[config.mk]
export PLATFORM = sky130hd
export DESIGN_NAME = fprml_regs
export DESIGN_NICKNAME = d
export VERILOG_FILES = /design/src/core/fprml_pkg.sv /design/src/core/fprml_motion.sv /design/src/core/fprml_regs.sv
export SDC_FILE = /design/constraint.sdc
export NUM_CORES = 1
export LEC_CHECK = 0
export ABC_AREA = 1
export BUFFER_PORTS_ARGS = -buffer_cell sky130_fd_sc_hd__buf_4
export CAP_MARGIN = 20
export CORE_UTILIZATION = 42
export CTS_BUF_LIST = sky130_fd_sc_hd__clkbuf_8 sky130_fd_sc_hd__clkbuf_16
export DETAILED_ROUTE_END_ITERATION = 7
export PLACE_DENSITY = 0.65
export SLEW_MARGIN = 10
export SYNTH_ARGS = -nofsm -noshare
export SYNTH_HDL_FRONTEND = slang
export SYNTH_SLANG_ARGS = --single-unit
[constraint.sdc]
create_clock -name clk_sys -period 2.97 [get_ports clk_sys]
set_input_delay 0.594 -clock clk_sys [delete_from_list [all_inputs] [get_ports clk_sys]]
set_output_delay 0.594 -clock clk_sys [all_outputs]
set_load 0.1 [all_outputs]
[src/core/fprml_pkg.sv]
package fprml_pkg;
   localparam int          REG_AW          = 8;
   localparam int          REG_DW          = 8;
   localparam int          WORD_W          = 16;
   localparam int          SAMPLE_W        = 14;
   localparam int          LEVEL_W         = 13;
   localparam int          PERSIST_W       = 8;
   // Register byte addresses
   localparam logic [7:0]  ADDR_FIFO_POP   = 8'h18;
   localparam logic [7:0]  ADDR_RESET_KEY  = 8'h1F;
   localparam logic [7:0]  ADDR_LVL_UPPER  = 8'h20;
   localparam logic [7:0]  ADDR_LVL_LOWER  = 8'h21;
   // Key and reset values
   localparam logic [7:0]  RESET_KEY_CODE  = 8'h52;
   localparam logic [7:0]  RST_FIFO_POP    = 8'h00;
   localparam logic [7:0]  RST_RESET_KEY   = 8'h52;
   localparam logic [6:0]  RST_LVL_UPPER   = 7'h00;
   localparam logic [5:0]  RST_LVL_LOWER   = 6'h00;
   localparam logic [7:0]  READ_ZERO       = 8'h00;
   // Field positions of the split trigger level
   localparam int          LVL_UPPER_MSB   = 6;
   localparam int          LVL_UPPER_LSB   = 0;
   localparam int          LVL_LOWER_MSB   = 7;
   localparam int          LVL_LOWER_LSB   = 2;
   localparam int          LVL_UPPER_BITS  = 7;
   localparam int          LVL_LOWER_BITS  = 6;
   // Host wait after the reset key, kept for reference by the host side
   localparam int          CLK_PERIOD_PS   = 5000;
   localparam int          SOFT_RST_WAIT_NS = 500000;
   localparam int          SOFT_RST_WAIT_CYC = (SOFT_RST_WAIT_NS * 1000) / CLK_PERIOD_PS;
endpackage

[src/core/fprml_motion.sv]
`timescale 1ns/1ps
module fprml_motion
   import fprml_pkg::*;
#(
   parameter int SW = SAMPLE_W,
   parameter int LW = LEVEL_W,
   parameter int PW = PERSIST_W
) (
   input  wire logic                 clk_sys,
   input  wire logic                 sys_rst,
   input  wire logic                 clear,
   input  wire logic                 sampleValid,
   input  wire logic [3*SW-1:0]      sampleXyz,
   input  wire logic [LW-1:0]        motionTriggerLevel,
   input  wire logic [PW-1:0]        motionPersistCount,
   output logic                      motionEvent_q
);
   typedef struct packed {
      logic [PW-1:0] run;
      logic          event_;
   } fprml_mot_t;

   fprml_mot_t st_q;
   fprml_mot_t st_d;
   logic [2:0] over;

   // magnitude versus level
   // raw codes, unscaled
   generate
      for (genvar a = 0; a < 3; a++) begin : g_axis
         logic signed [SW-1:0] s;
         logic [SW-1:0]        mag;
         assign s    = sampleXyz[a*SW +: SW];
         assign mag  = s[SW-1] ? SW'(-s) : SW'(s);
         assign over[a] = mag > {1'b0, motionTriggerLevel};
      end
   endgenerate

   always_comb begin
      st_d        = st_q;
      st_d.event_ = 1'b0;
      if (sampleValid) begin
         // consecutive sample persistence
         if (|over) begin
            if (st_q.run + PW'(1) >= motionPersistCount) begin
               st_d.event_ = 1'b1;
               st_d.run    = st_q.run;
            end else begin
               st_d.run = st_q.run + PW'(1);
            end
         end else begin
            st_d.run = '0;
         end
      end
      if (clear) begin
         st_d = '0;
      end
   end

   always_ff @(posedge clk_sys) begin
      if (sys_rst) begin
         st_q <= '0;
      end else begin
         st_q <= st_d;
      end
   end

   assign motionEvent_q = st_q.event_;
endmodule // fprml_motion

[src/core/fprml_regs.sv]
// Function
// FIFO port read pops one word
// Word delivered as two bytes
// Continued port reads keep popping
// Pointer holds at FIFO port
// Auto-increment skips port, no pop
// Key write resets whole device
// Interrupt pins float after reset
// Reset register reads zero
// Host waits half millisecond after reset
// Compare sample magnitude to level
// Level split over two registers
// Level in raw codes
// Persistent samples raise activity
// Reserved bits zero, writes ignored
// Pointer auto-increments elsewhere
`timescale 1ns/1ps
module fprml_regs
   import fprml_pkg::*;
#(
   parameter int WW = WORD_W,
   parameter int SW = SAMPLE_W
) (
   input  wire logic                 clk_sys,
   input  wire logic                 sys_rst,
   // Host register port
   input  wire logic                 addrLoad,
   input  wire logic [REG_AW-1:0]    addrIn,
   input  wire logic                 byteRd,
   input  wire logic                 byteWr,
   input  wire logic [REG_DW-1:0]    wrData,
   input  wire logic [REG_DW-1:0]    extRdData,
   // Sample FIFO and motion path
   input  wire logic [WW-1:0]        fifoHead,
   input  wire logic                 intRouteActive,
   input  wire logic                 sampleValid,
   input  wire logic [3*SW-1:0]      sampleXyz,
   input  wire logic [PERSIST_W-1:0] motionPersistCount,
   // Answers and device controls
   output logic [REG_DW-1:0]         rdData_q,
   output logic                      rdValid_q,
   output logic                      fifoPop_q,
   output logic                      devSoftRst_q,
   output logic                      intDriveEn_q,
   output logic                      motionEvent_q
);
   // Whole state of the slice but the motion path in one record
   typedef struct packed {
      logic [REG_AW-1:0]         ptr;
      logic                      lowPending;
      logic [WW-1:0]             word;
      logic [REG_DW-1:0]         rdData;
      logic                      rdValid;
      logic                      pop;
      logic                      softRst;
      logic                      intEn;
      logic [LVL_UPPER_BITS-1:0] lvlUpper;
      logic [LVL_LOWER_BITS-1:0] lvlLower;
   } fprml_regs_t;

   fprml_regs_t           st_q;
   fprml_regs_t           st_d;
   logic [LEVEL_W-1:0]    level;
   logic [REG_AW-1:0]     nextPtr;
   logic                  hitFifo;
   logic                  hitKey;
   logic                  hitUpper;
   logic                  hitLower;
   logic                  keyMatch;
   logic                  keyWrite;
   logic                  intEnNext;
   logic [REG_DW-1:0]     sliceByte;
   logic [REG_DW-1:0]     rdByte;

   // level assembly
   assign level = {st_q.lvlUpper, st_q.lvlLower};

   // One decoder for the pointer keeps read and write paths in step
   always_comb begin
      hitFifo  = 1'b0;
      hitKey   = 1'b0;
      hitUpper = 1'b0;
      hitLower = 1'b0;
      if (st_q.ptr == ADDR_FIFO_POP) begin
         hitFifo = 1'b1;
      end else if (st_q.ptr == ADDR_RESET_KEY) begin
         hitKey = 1'b1;
      end else if (st_q.ptr == ADDR_LVL_UPPER) begin
         hitUpper = 1'b1;
      end else if (st_q.ptr == ADDR_LVL_LOWER) begin
         hitLower = 1'b1;
      end
   end

   // key code match
   assign keyMatch = hitKey && (wrData == RESET_KEY_CODE);
   assign keyWrite = byteWr && !byteRd && !addrLoad && keyMatch;

   // Registers outside this slice answer through extRdData
   always_comb begin
      sliceByte = extRdData;
      if (hitKey) begin
         // write-only register
         sliceByte = READ_ZERO;
      end else if (hitUpper) begin
         // reserved reads zero
         sliceByte = {1'b0, st_q.lvlUpper};
      end else if (hitLower) begin
         sliceByte = {st_q.lvlLower, 2'b00};
      end
   end

   // The low byte comes from the captured word, so a FIFO move
   // between the two reads cannot tear an axis sample
   always_comb begin
      rdByte = sliceByte;
      if (hitFifo) begin
         if (st_q.lowPending) begin
            // second byte read
            rdByte = st_q.word[REG_DW-1:0];
         end else begin
            rdByte = fifoHead[WW-1 -: REG_DW];
         end
      end
   end

   // Held low in the key cycle and the next, so the pins stay released
   // while the rest of the device restarts
   always_comb begin
      intEnNext = intRouteActive;
      // release interrupt drive
      if (st_q.softRst || keyWrite) begin
         intEnNext = 1'b0;
      end
   end

   // Pointer step for every byte read or written
   always_comb begin
      nextPtr = st_q.ptr;
      // hold at port
      if (st_q.ptr != ADDR_FIFO_POP) begin
         nextPtr = st_q.ptr + REG_AW'(1);
         // skip port increment
         if (nextPtr == ADDR_FIFO_POP) begin
            nextPtr = ADDR_FIFO_POP + REG_AW'(1);
         end
      end
   end

   always_comb begin
      st_d         = st_q;
      st_d.rdValid = 1'b0;
      st_d.pop     = 1'b0;
      st_d.softRst = 1'b0;
      st_d.intEn   = intEnNext;
      if (addrLoad) begin
         st_d.ptr        = addrIn;
         st_d.lowPending = 1'b0;
      end else if (byteRd) begin
         // pointer auto-increment
         st_d.ptr     = nextPtr;
         st_d.rdValid = 1'b1;
         st_d.rdData  = rdByte;
         if (hitFifo) begin
            // pop on read
            // repeated pops
            st_d.pop        = !st_q.lowPending;
            st_d.lowPending = !st_q.lowPending;
            if (!st_q.lowPending) begin
               st_d.word = fifoHead;
            end
         end
      end else if (byteWr) begin
         st_d.ptr = nextPtr;
         if (hitUpper) begin
            // reserved writes dropped
            st_d.lvlUpper = wrData[LVL_UPPER_MSB:LVL_UPPER_LSB];
         end else if (hitLower) begin
            st_d.lvlLower = wrData[LVL_LOWER_MSB:LVL_LOWER_LSB];
         end else if (keyMatch) begin
            // keyed device reset
            st_d.softRst    = 1'b1;
            st_d.lvlUpper   = RST_LVL_UPPER;
            st_d.lvlLower   = RST_LVL_LOWER;
            st_d.lowPending = 1'b0;
         end
      end
   end

   // Pin reset only; the key reset acts through the next-state logic
   always_ff @(posedge clk_sys) begin
      if (sys_rst) begin
         st_q          <= '0;
         st_q.rdData   <= RST_FIFO_POP;
         st_q.lvlUpper <= RST_LVL_UPPER;
         st_q.lvlLower <= RST_LVL_LOWER;
      end else begin
         st_q <= st_d;
      end
   end

   // Outputs other than motionEvent_q come straight from the state record
   assign rdData_q     = st_q.rdData;
   assign rdValid_q    = st_q.rdValid;
   assign fifoPop_q    = st_q.pop;
   assign devSoftRst_q = st_q.softRst;
   assign intDriveEn_q = st_q.intEn;

   // activity compare
   fprml_motion #(
      .SW (SW),
      .LW (LEVEL_W),
      .PW (PERSIST_W)
   ) u_motion (
      .clk_sys            (clk_sys),
      .sys_rst            (sys_rst),
      .clear              (st_q.softRst),
      .sampleValid        (sampleValid),
      .sampleXyz          (sampleXyz),
      .motionTriggerLevel (level),
      .motionPersistCount (motionPersistCount),
      .motionEvent_q      (motionEvent_q)
   );
endmodule // fprml_regs

==> results of run 1 <==
report_power, final:
| part | leakage (nW) | switching, mW | internal [mW] |
|---|---|---|---|
| clock | 0.0811 | 0.246 | 0.390 |
| combinational | 2.50 | 0.439 | 0.354 |
| sequential | 0.416 | 0.0347 | 0.716 |
| total | 2.99 | 0.720 | 1.46 |
cell type report:
type | instances | area [um^2]
inverters | 100 | 385.4
multi-input cells | 523 | 3426
well taps | 140 | 175.2
flip-flops and latches | 51 | 1021
repair buffers | 152 | 1176
clock buffers | 5 | 125.1
fillers | 1026 | 4641
clock inverters | 2 | 33.78
per-stage QoR:
stage / power (mW) / util, %
after detailed placement: 1.487 / 53.82
final: 2.181 / 57.75
after global routing: 2.321 / 57.75
after global placement: 1.459 / 53.82
after CTS: 2.122 / 55.33
after floorplan: 1.243 / -
logic make-up after synthesis:
kind of cell	Yosys count	synth area share (%)
AO/OA/AOI/OAI	111	15.12
XOR/XNOR	44	8.015
multiplexers	5	1.067
adder cells (fa/ha/maj)	55	14.31
AND/OR/NAND/NOR	307	29.04
buffers and inverters	125	11.22
flip-flops	51	21.23
worst max-delay path by stage:
| stage | cells past startpoint | end | start |
|---|---|---|---|
| 5_1_grt | 25 | u_motion.st_q[1]$_SDFFE_PP0P_ | sampleXyz[1] |
| 2_1_floorplan | 21 | u_motion.st_q[5]$_SDFFE_PP0P_ | sampleXyz[0] |
| 3_3_place_gp | 22 | u_motion.st_q[2]$_SDFFE_PP0P_ | sampleXyz[0] |
| 3_5_place_dp | 22 | u_motion.st_q[2]$_SDFFE_PP0P_ | sampleXyz[1] |
| 4_1_cts | 23 | u_motion.st_q[7]$_SDFFE_PP0P_ | sampleXyz[14] |
| 6_report | 22 | u_motion.st_q[6]$_SDFFE_PP0P_ | sampleXyz[29] |
worst reg2reg max path, cell delays in order, from the launching register on:
cell       delay, ns
dfxtp_1         0.40
ha_1            0.22
nand3_1         0.12
nand3b_1        0.21
xnor2_1         0.29
ha_1            0.30
nand2_1         0.08
nor2_1          0.07
nand4_1         0.08
o2111ai_1       0.37
nand2_8         0.23
buf_12          0.13
nand3_2         0.05
nand2_1         0.06
nor2_1          0.05
cells in the final DEF, fill, tap and decap left out, types with 3 or more instances in the layout:
cell	netlist	routed
a21oi_1	34	30
nand2_1	139	129
a41oi_1	3	3
xor2_1	29	29
nand2_2	1	10
nand3b_1	6	6
nand3_2	1	5
nor3_1	11	9
o21ai_0	25	23
a22oi_1	7	7
nor4_1	3	3
nand2_4	2	3
inv_1	91	84
nor3_2	2	3
nor2_2	3	8
inv_2	9	14
xnor2_1	15	15
nor3_4	3	4
a21oi_2	3	7
o21ai_1	2	3
dfxtp_1	51	51
buf_6	5	4
or2_1	3	3
ha_1	55	53
a211oi_2	8	8
o21bai_1	3	3
mux2i_1	4	4
nor2_1	89	84
nand3_1	31	27
o211ai_1	9	9
nand4_1	6	6
a31oi_1	7	7
buf_4	8	146
clkbuf_16	0	5
o2111ai_1	5	5
repair_timing:
action | in CTS | in global routing
endpoints found under the setup margin | 1 | 9
hold buffers | 0 | 0
resized for setup | 1 | 55
pin swaps | 0 | 28
buffers inserted | 0 | 8
gates cloned | 0 | 1
metal layers:
layer  vias up  track usage [%]  part of all wire [%]
met4         0            5.502                   1.0
met2       103            40.66                    52
met5         -                0                     0
met1      2297            26.50                    43
met3         8            2.869                   3.9
li1       2557                -                     -
sequential cells by signal, indices dropped and copies added (netlist names):
signal / count
rdValid_q: 1
intDriveEn_q: 1
st_q: 17
fifoPop_q: 1
u_motion.motionEvent_q: 1
u_motion.st_q: 8
devSoftRst_q: 1
level: 13
rdData_q: 8
==> run metrics, run 1 <==
synth top area cells dfxtp_1 21%, ha_1 14%, nand2_1 11%, inv_1 7.1%, nor2_1 6.9%; GP Congestion between 0.8 and 0.9; CTS Sinks 51; CP max FO 6; Num CTS Buffers 5; placed cell count 957; Slew HR 51.12%; initial antenna violation count 0; unrepaired setup endpoints after global routing true; Max Cap Viol 0; synthesized area between 4000 and 5000 um^2; Hold WC Path Type flop to flop; IO buf count 109; CP endpoint kind flop; PD cells 343.9 nW/um^2; global route overflow 0; Cell Count, Final, Fillers Out 973; Final setup violation count 1; Worst path slowest cell ha_1; Max H-tree Level 2; vias in the first global route 4782; ANT cells 0; status finished, violations left; CP peak stage delay 0.26 ns; CTS Buffer Depth 2; HP Start st_q[32]$_SDFFE_PP0P_; overall die height 109.0 um; Placement Rows 38; Mean Syn Cell Area 6.889 um^2; largest net degree at the start of global routing 33; DR vias about 5000; fin crit period 2.973 ns; cell taking the most area after synthesis dfxtp_1; nets 985; CTS tree yes; R2R Path End u_motion.st_q[6]$_SDFFE_PP0P_; drt wl/cell 13.45 um; cells along the critical path buf_4 -> inv_2 -> ha_4 -> inv_2 -> nor3_2 -> nand2_1 -> nor2_2 -> nand2_2 -> o31ai_4 -> xor2_1 -> ha_1 -> inv_1 -> o21bai_1 -> a21oi_2 -> nand2_1 -> nand2_2 -> nand4_4 -> nand2_8 -> buf_12 -> nand3_2 -> nand2_1 -> nor2_1; leak pwr 2.993 nW; drt first pass iters 4; DRC errors left 0; worst hold path endpoint st_q[32]$_SDFFE_PP0P_; peak supply drop ~250 uV; Reg2Reg Setup Slack 0.22 ns; GRT Util Overall 21.98%; starting density of the core a little over two fifths; Worst Setup Start Kind primary input; Top Ports between 100 and 150; Final ANT Viol Nets 0; f_max between 300 and 400 MHz; die footprint 11880 um^2; Fin Clk Skew 0.006120 ns; setup TNS -0.002866 ns; final hold slack 0.4741 ns; Layout area overhead 31.90%; Post-synth top flop dfxtp_1; CP delay by family, top simple AND/OR/NAND/NOR gates; Ys Warns 0; EDFF count, synth 0; Reg-to-Reg Start u_motion.st_q[1]$_SDFFE_PP0P_; Hold Fails Final Rpt 0; final worst slack -0.002866 ns; hpwl dp 10.41 mm; FFs w/ async S/R, synth 0%; violated checks setup timing; Vias/cell 5.103; share of cells above drive strength 1 28.33%; post-synthesis net count 850; WP data arrival around 3.2 ns; Yosys reg bits 51; register area share after synthesis 21.23%; Post-DP Area ~6000 um^2; hold depth 2; Synth top area share 21.23%; Mapped Cells 698; Clk Latency, worst-skew pair approximately 0.29 ns; critical path class primary input to flop; WP buf/inv 5; Final Cycle Share 100.1%; pre-CTS WS -0.2951 ns; Routed WL around 13 mm; Critical Path RT around 3.2 ns; Worst-Margin Slew 0.7324 ns; Cell variety after synth between 40 and 50; Core Footprint 10980 um^2; most common cell in the netlist nand2_1; first-pass GRT wire length between 20 and 25 mm; clock slew at reported path FFs 0.07 ns; cell mode on critical path nand2_1; Final Cell Area 6342 um^2; Register-to-Register Path Depth 14; Synth top cells by count 139 x nand2_1, 91 x inv_1, 89 x nor2_1, 55 x ha_1, 51 x dfxtp_1; CTS Root Buffer Type clkbuf_16; initial DRC count 200; count of final max-slew check failures 0; die width 109.0 um
No activity file was read; power rests on OpenSTA's default activity.
==> run 2, diff against run 1 <==
==> constraint.sdc (replaced) <==
create_clock -name clk_sys -period 2.5 [get_ports clk_sys]
set_input_delay 0.5 -clock clk_sys [delete_from_list [all_inputs] [get_ports clk_sys]]
set_output_delay 0.5 -clock clk_sys [all_outputs]
set_load 0.1 [all_outputs]
==> run metrics, run 2 (synthesis gave the netlist of run 1 again) <==
status finished, violations left; violated checks setup timing; Layout Utilization 58.24% (+0.49 points); GRT Util Overall 22.42% (+0.44 points); starting density of the core 43.78% (unchanged); peak supply drop 286.1 uV (+14%); drt wl/cell 13.14 um (-2.3%); Critical Path RT 2.69 ns (-0.46 ns); initial antenna violation count 0 (unchanged); global route overflow 0 (unchanged); placed cell count 968 (+1.1%); DRC errors left 0 (unchanged); Max Cap Viol 0 (unchanged); largest net degree at the start of global routing 33 (unchanged); CP max FO 7 (+1); final worst slack -0.2656 ns (-0.2627 ns); pre-CTS WS -0.6645 ns (-0.3695 ns); drt first pass iters 4 (unchanged); unrepaired setup endpoints after global routing true; setup TNS -2.093 ns (-2.090 ns); PD cells 410.5 nW/um^2 (+19%); WP data arrival 2.95 ns (-0.21 ns); HP Start fifoHead[2]; Routed WL 12.91 mm (-1.4%); ANT cells 0 (unchanged); CTS tree yes; Hold Fails Final Rpt 0 (unchanged); Final setup violation count 9 (+8); die footprint 11880 um^2 (unchanged); Worst-Margin Slew 0.5614 ns (-0.1710 ns); Cell Count, Final, Fillers Out 982 (+0.92%); CP startpoint sampleXyz[0]; Num CTS Buffers 5 (unchanged); Hold Buf Count CTS 0 (unchanged); f_max 361.6 MHz; hpwl dp 10.48 mm (+0.70%); Fin Clk Skew 0.006292 ns (+0.0001716 ns); CTS Buffer Depth 2 (unchanged); die width 109.0 um (unchanged); Hold WC Path Type primary input to flop; most frequent cells in the layout 158 x buf_4, 128 x nand2_1, 86 x inv_1, 86 x nor2_1, 52 x ha_1; first-pass GRT wire length 21.17 mm (+1.9%); Final ANT Viol Nets 0 (unchanged); Reg-to-Reg Start u_motion.st_q[1]$_SDFFE_PP0P_; Layout area overhead 33.02%; GP Congestion 0.8795 (+4.6%); clock slew at reported path FFs 0.07 ns (about the same); largest register by flop count st_q; Slew HR 62.53% (+11 points); Core Footprint 10980 um^2 (unchanged); most common cell after layout, fill and taps aside buf_4; Clk Latency, worst-skew pair 0.29 ns (about the same); number of flip-flops in the largest register 17 (unchanged); Worst Setup Start Kind primary input; leak pwr 3.040 nW (+1.6%); initial DRC count 214 (+7.0%); Pwr Total 2.626 mW (+20%); Placement Rows 38 (unchanged); Final Cycle Share 110.6%; share of cells above drive strength 1 28.62% (+0.29 points); Top Ports 110 (unchanged); CTS Root Buffer Type clkbuf_16; DR vias 4945 (-0.40%); vias in the first global route 4773 (-0.19%); CP endpoint kind flop; CTS Sinks 51 (unchanged); fin crit period 2.766 ns; Vias/cell 5.036 (-1.3%); overall die height 109.0 um (unchanged); nets 993 (+0.81%); critical path class primary input to flop; count of final max-slew check failures 0 (unchanged); Max H-tree Level 2 (unchanged); IO buf count 109 (unchanged)
[run 2: final timing paths]
check	cells after the start	endpoint	slack [ns]
setup / recovery	22	u_motion.st_q[8]$_SDFFE_PP0P_	-0.27
hold / removal	3	st_q[27]$_SDFFE_PP0P_	0.43
setup reg to reg	13	u_motion.st_q[2]$_SDFFE_PP0P_	-0.10
hold reg to reg	2	level[3]$_SDFFE_PP0P_	0.47
[run 2: per-layer routing]
| layer | vias to the layer above | global-route usage (%) | wire length [um] |
|---|---|---|---|
| met3 | 23 | 2.570 | 502 |
| li1 | 2568 | - | - |
| met2 | 103 | 40.57 | 6455 |
| met4 | 0 | 7.143 | 296 |
| met5 | - | 0 | 0 |
| met1 | 2251 | 27.42 | 5654 |
[run 2: per-stage QoR]
stage / hold slack [ns] / instance area, um^2
4_1_cts: 0.4293 / 6359
5_1_grt: 0.4559 / 6396
3_5_place_dp: 0.4646 / 6066
3_3_place_gp: 0.4526 / 6066
2_1_floorplan: 0.4436 / 4891
6_report: 0.4285 / 6396
[run 2: layout make-up]
cell class | instances | area (um^2)
clock buffers | 6 | 138.9
clock inverters | 2 | 38.79
fillers | 1020 | 4587
inverters | 100 | 402.9
multi-input cells | 522 | 3396
flip-flops and latches | 51 | 1021
well taps | 140 | 175.2
repair buffers | 161 | 1224
[run 2: worst max-delay path, stage by stage]
cell and delay, ns:
buf_8 0.10, inv_6 0.05, ha_4 0.13, nand2_2 0.06
nor2_1 0.09, inv_1 0.06, nor3_2 0.13, nand2_1 0.11
o41ai_2 0.24, xnor2_1 0.21, ha_1 0.30, nand3_2 0.08
nor2_1 0.04, nand2_1 0.08, nand3_2 0.08, nand2_2 0.09
nand4_4 0.17, buf_6 0.20, nand2_2 0.06, nand3_2 0.06
nand2_1 0.07, nor2_1 0.04
[run 2: where the power goes]
group          internal, mW  switching [mW]  total (mW)
Clock                 0.504           0.311       0.815
Combinational         0.408           0.515       0.923
Sequential            0.851          0.0376       0.888
[run 2: what timing repair did]
action / CTS / global route
pin swaps: 8 / 0
cloned: 0 / 0
endpoints found under the setup margin: 9 / 9
setup buffers: 5 / 1
gates resized for setup: 22 / 9
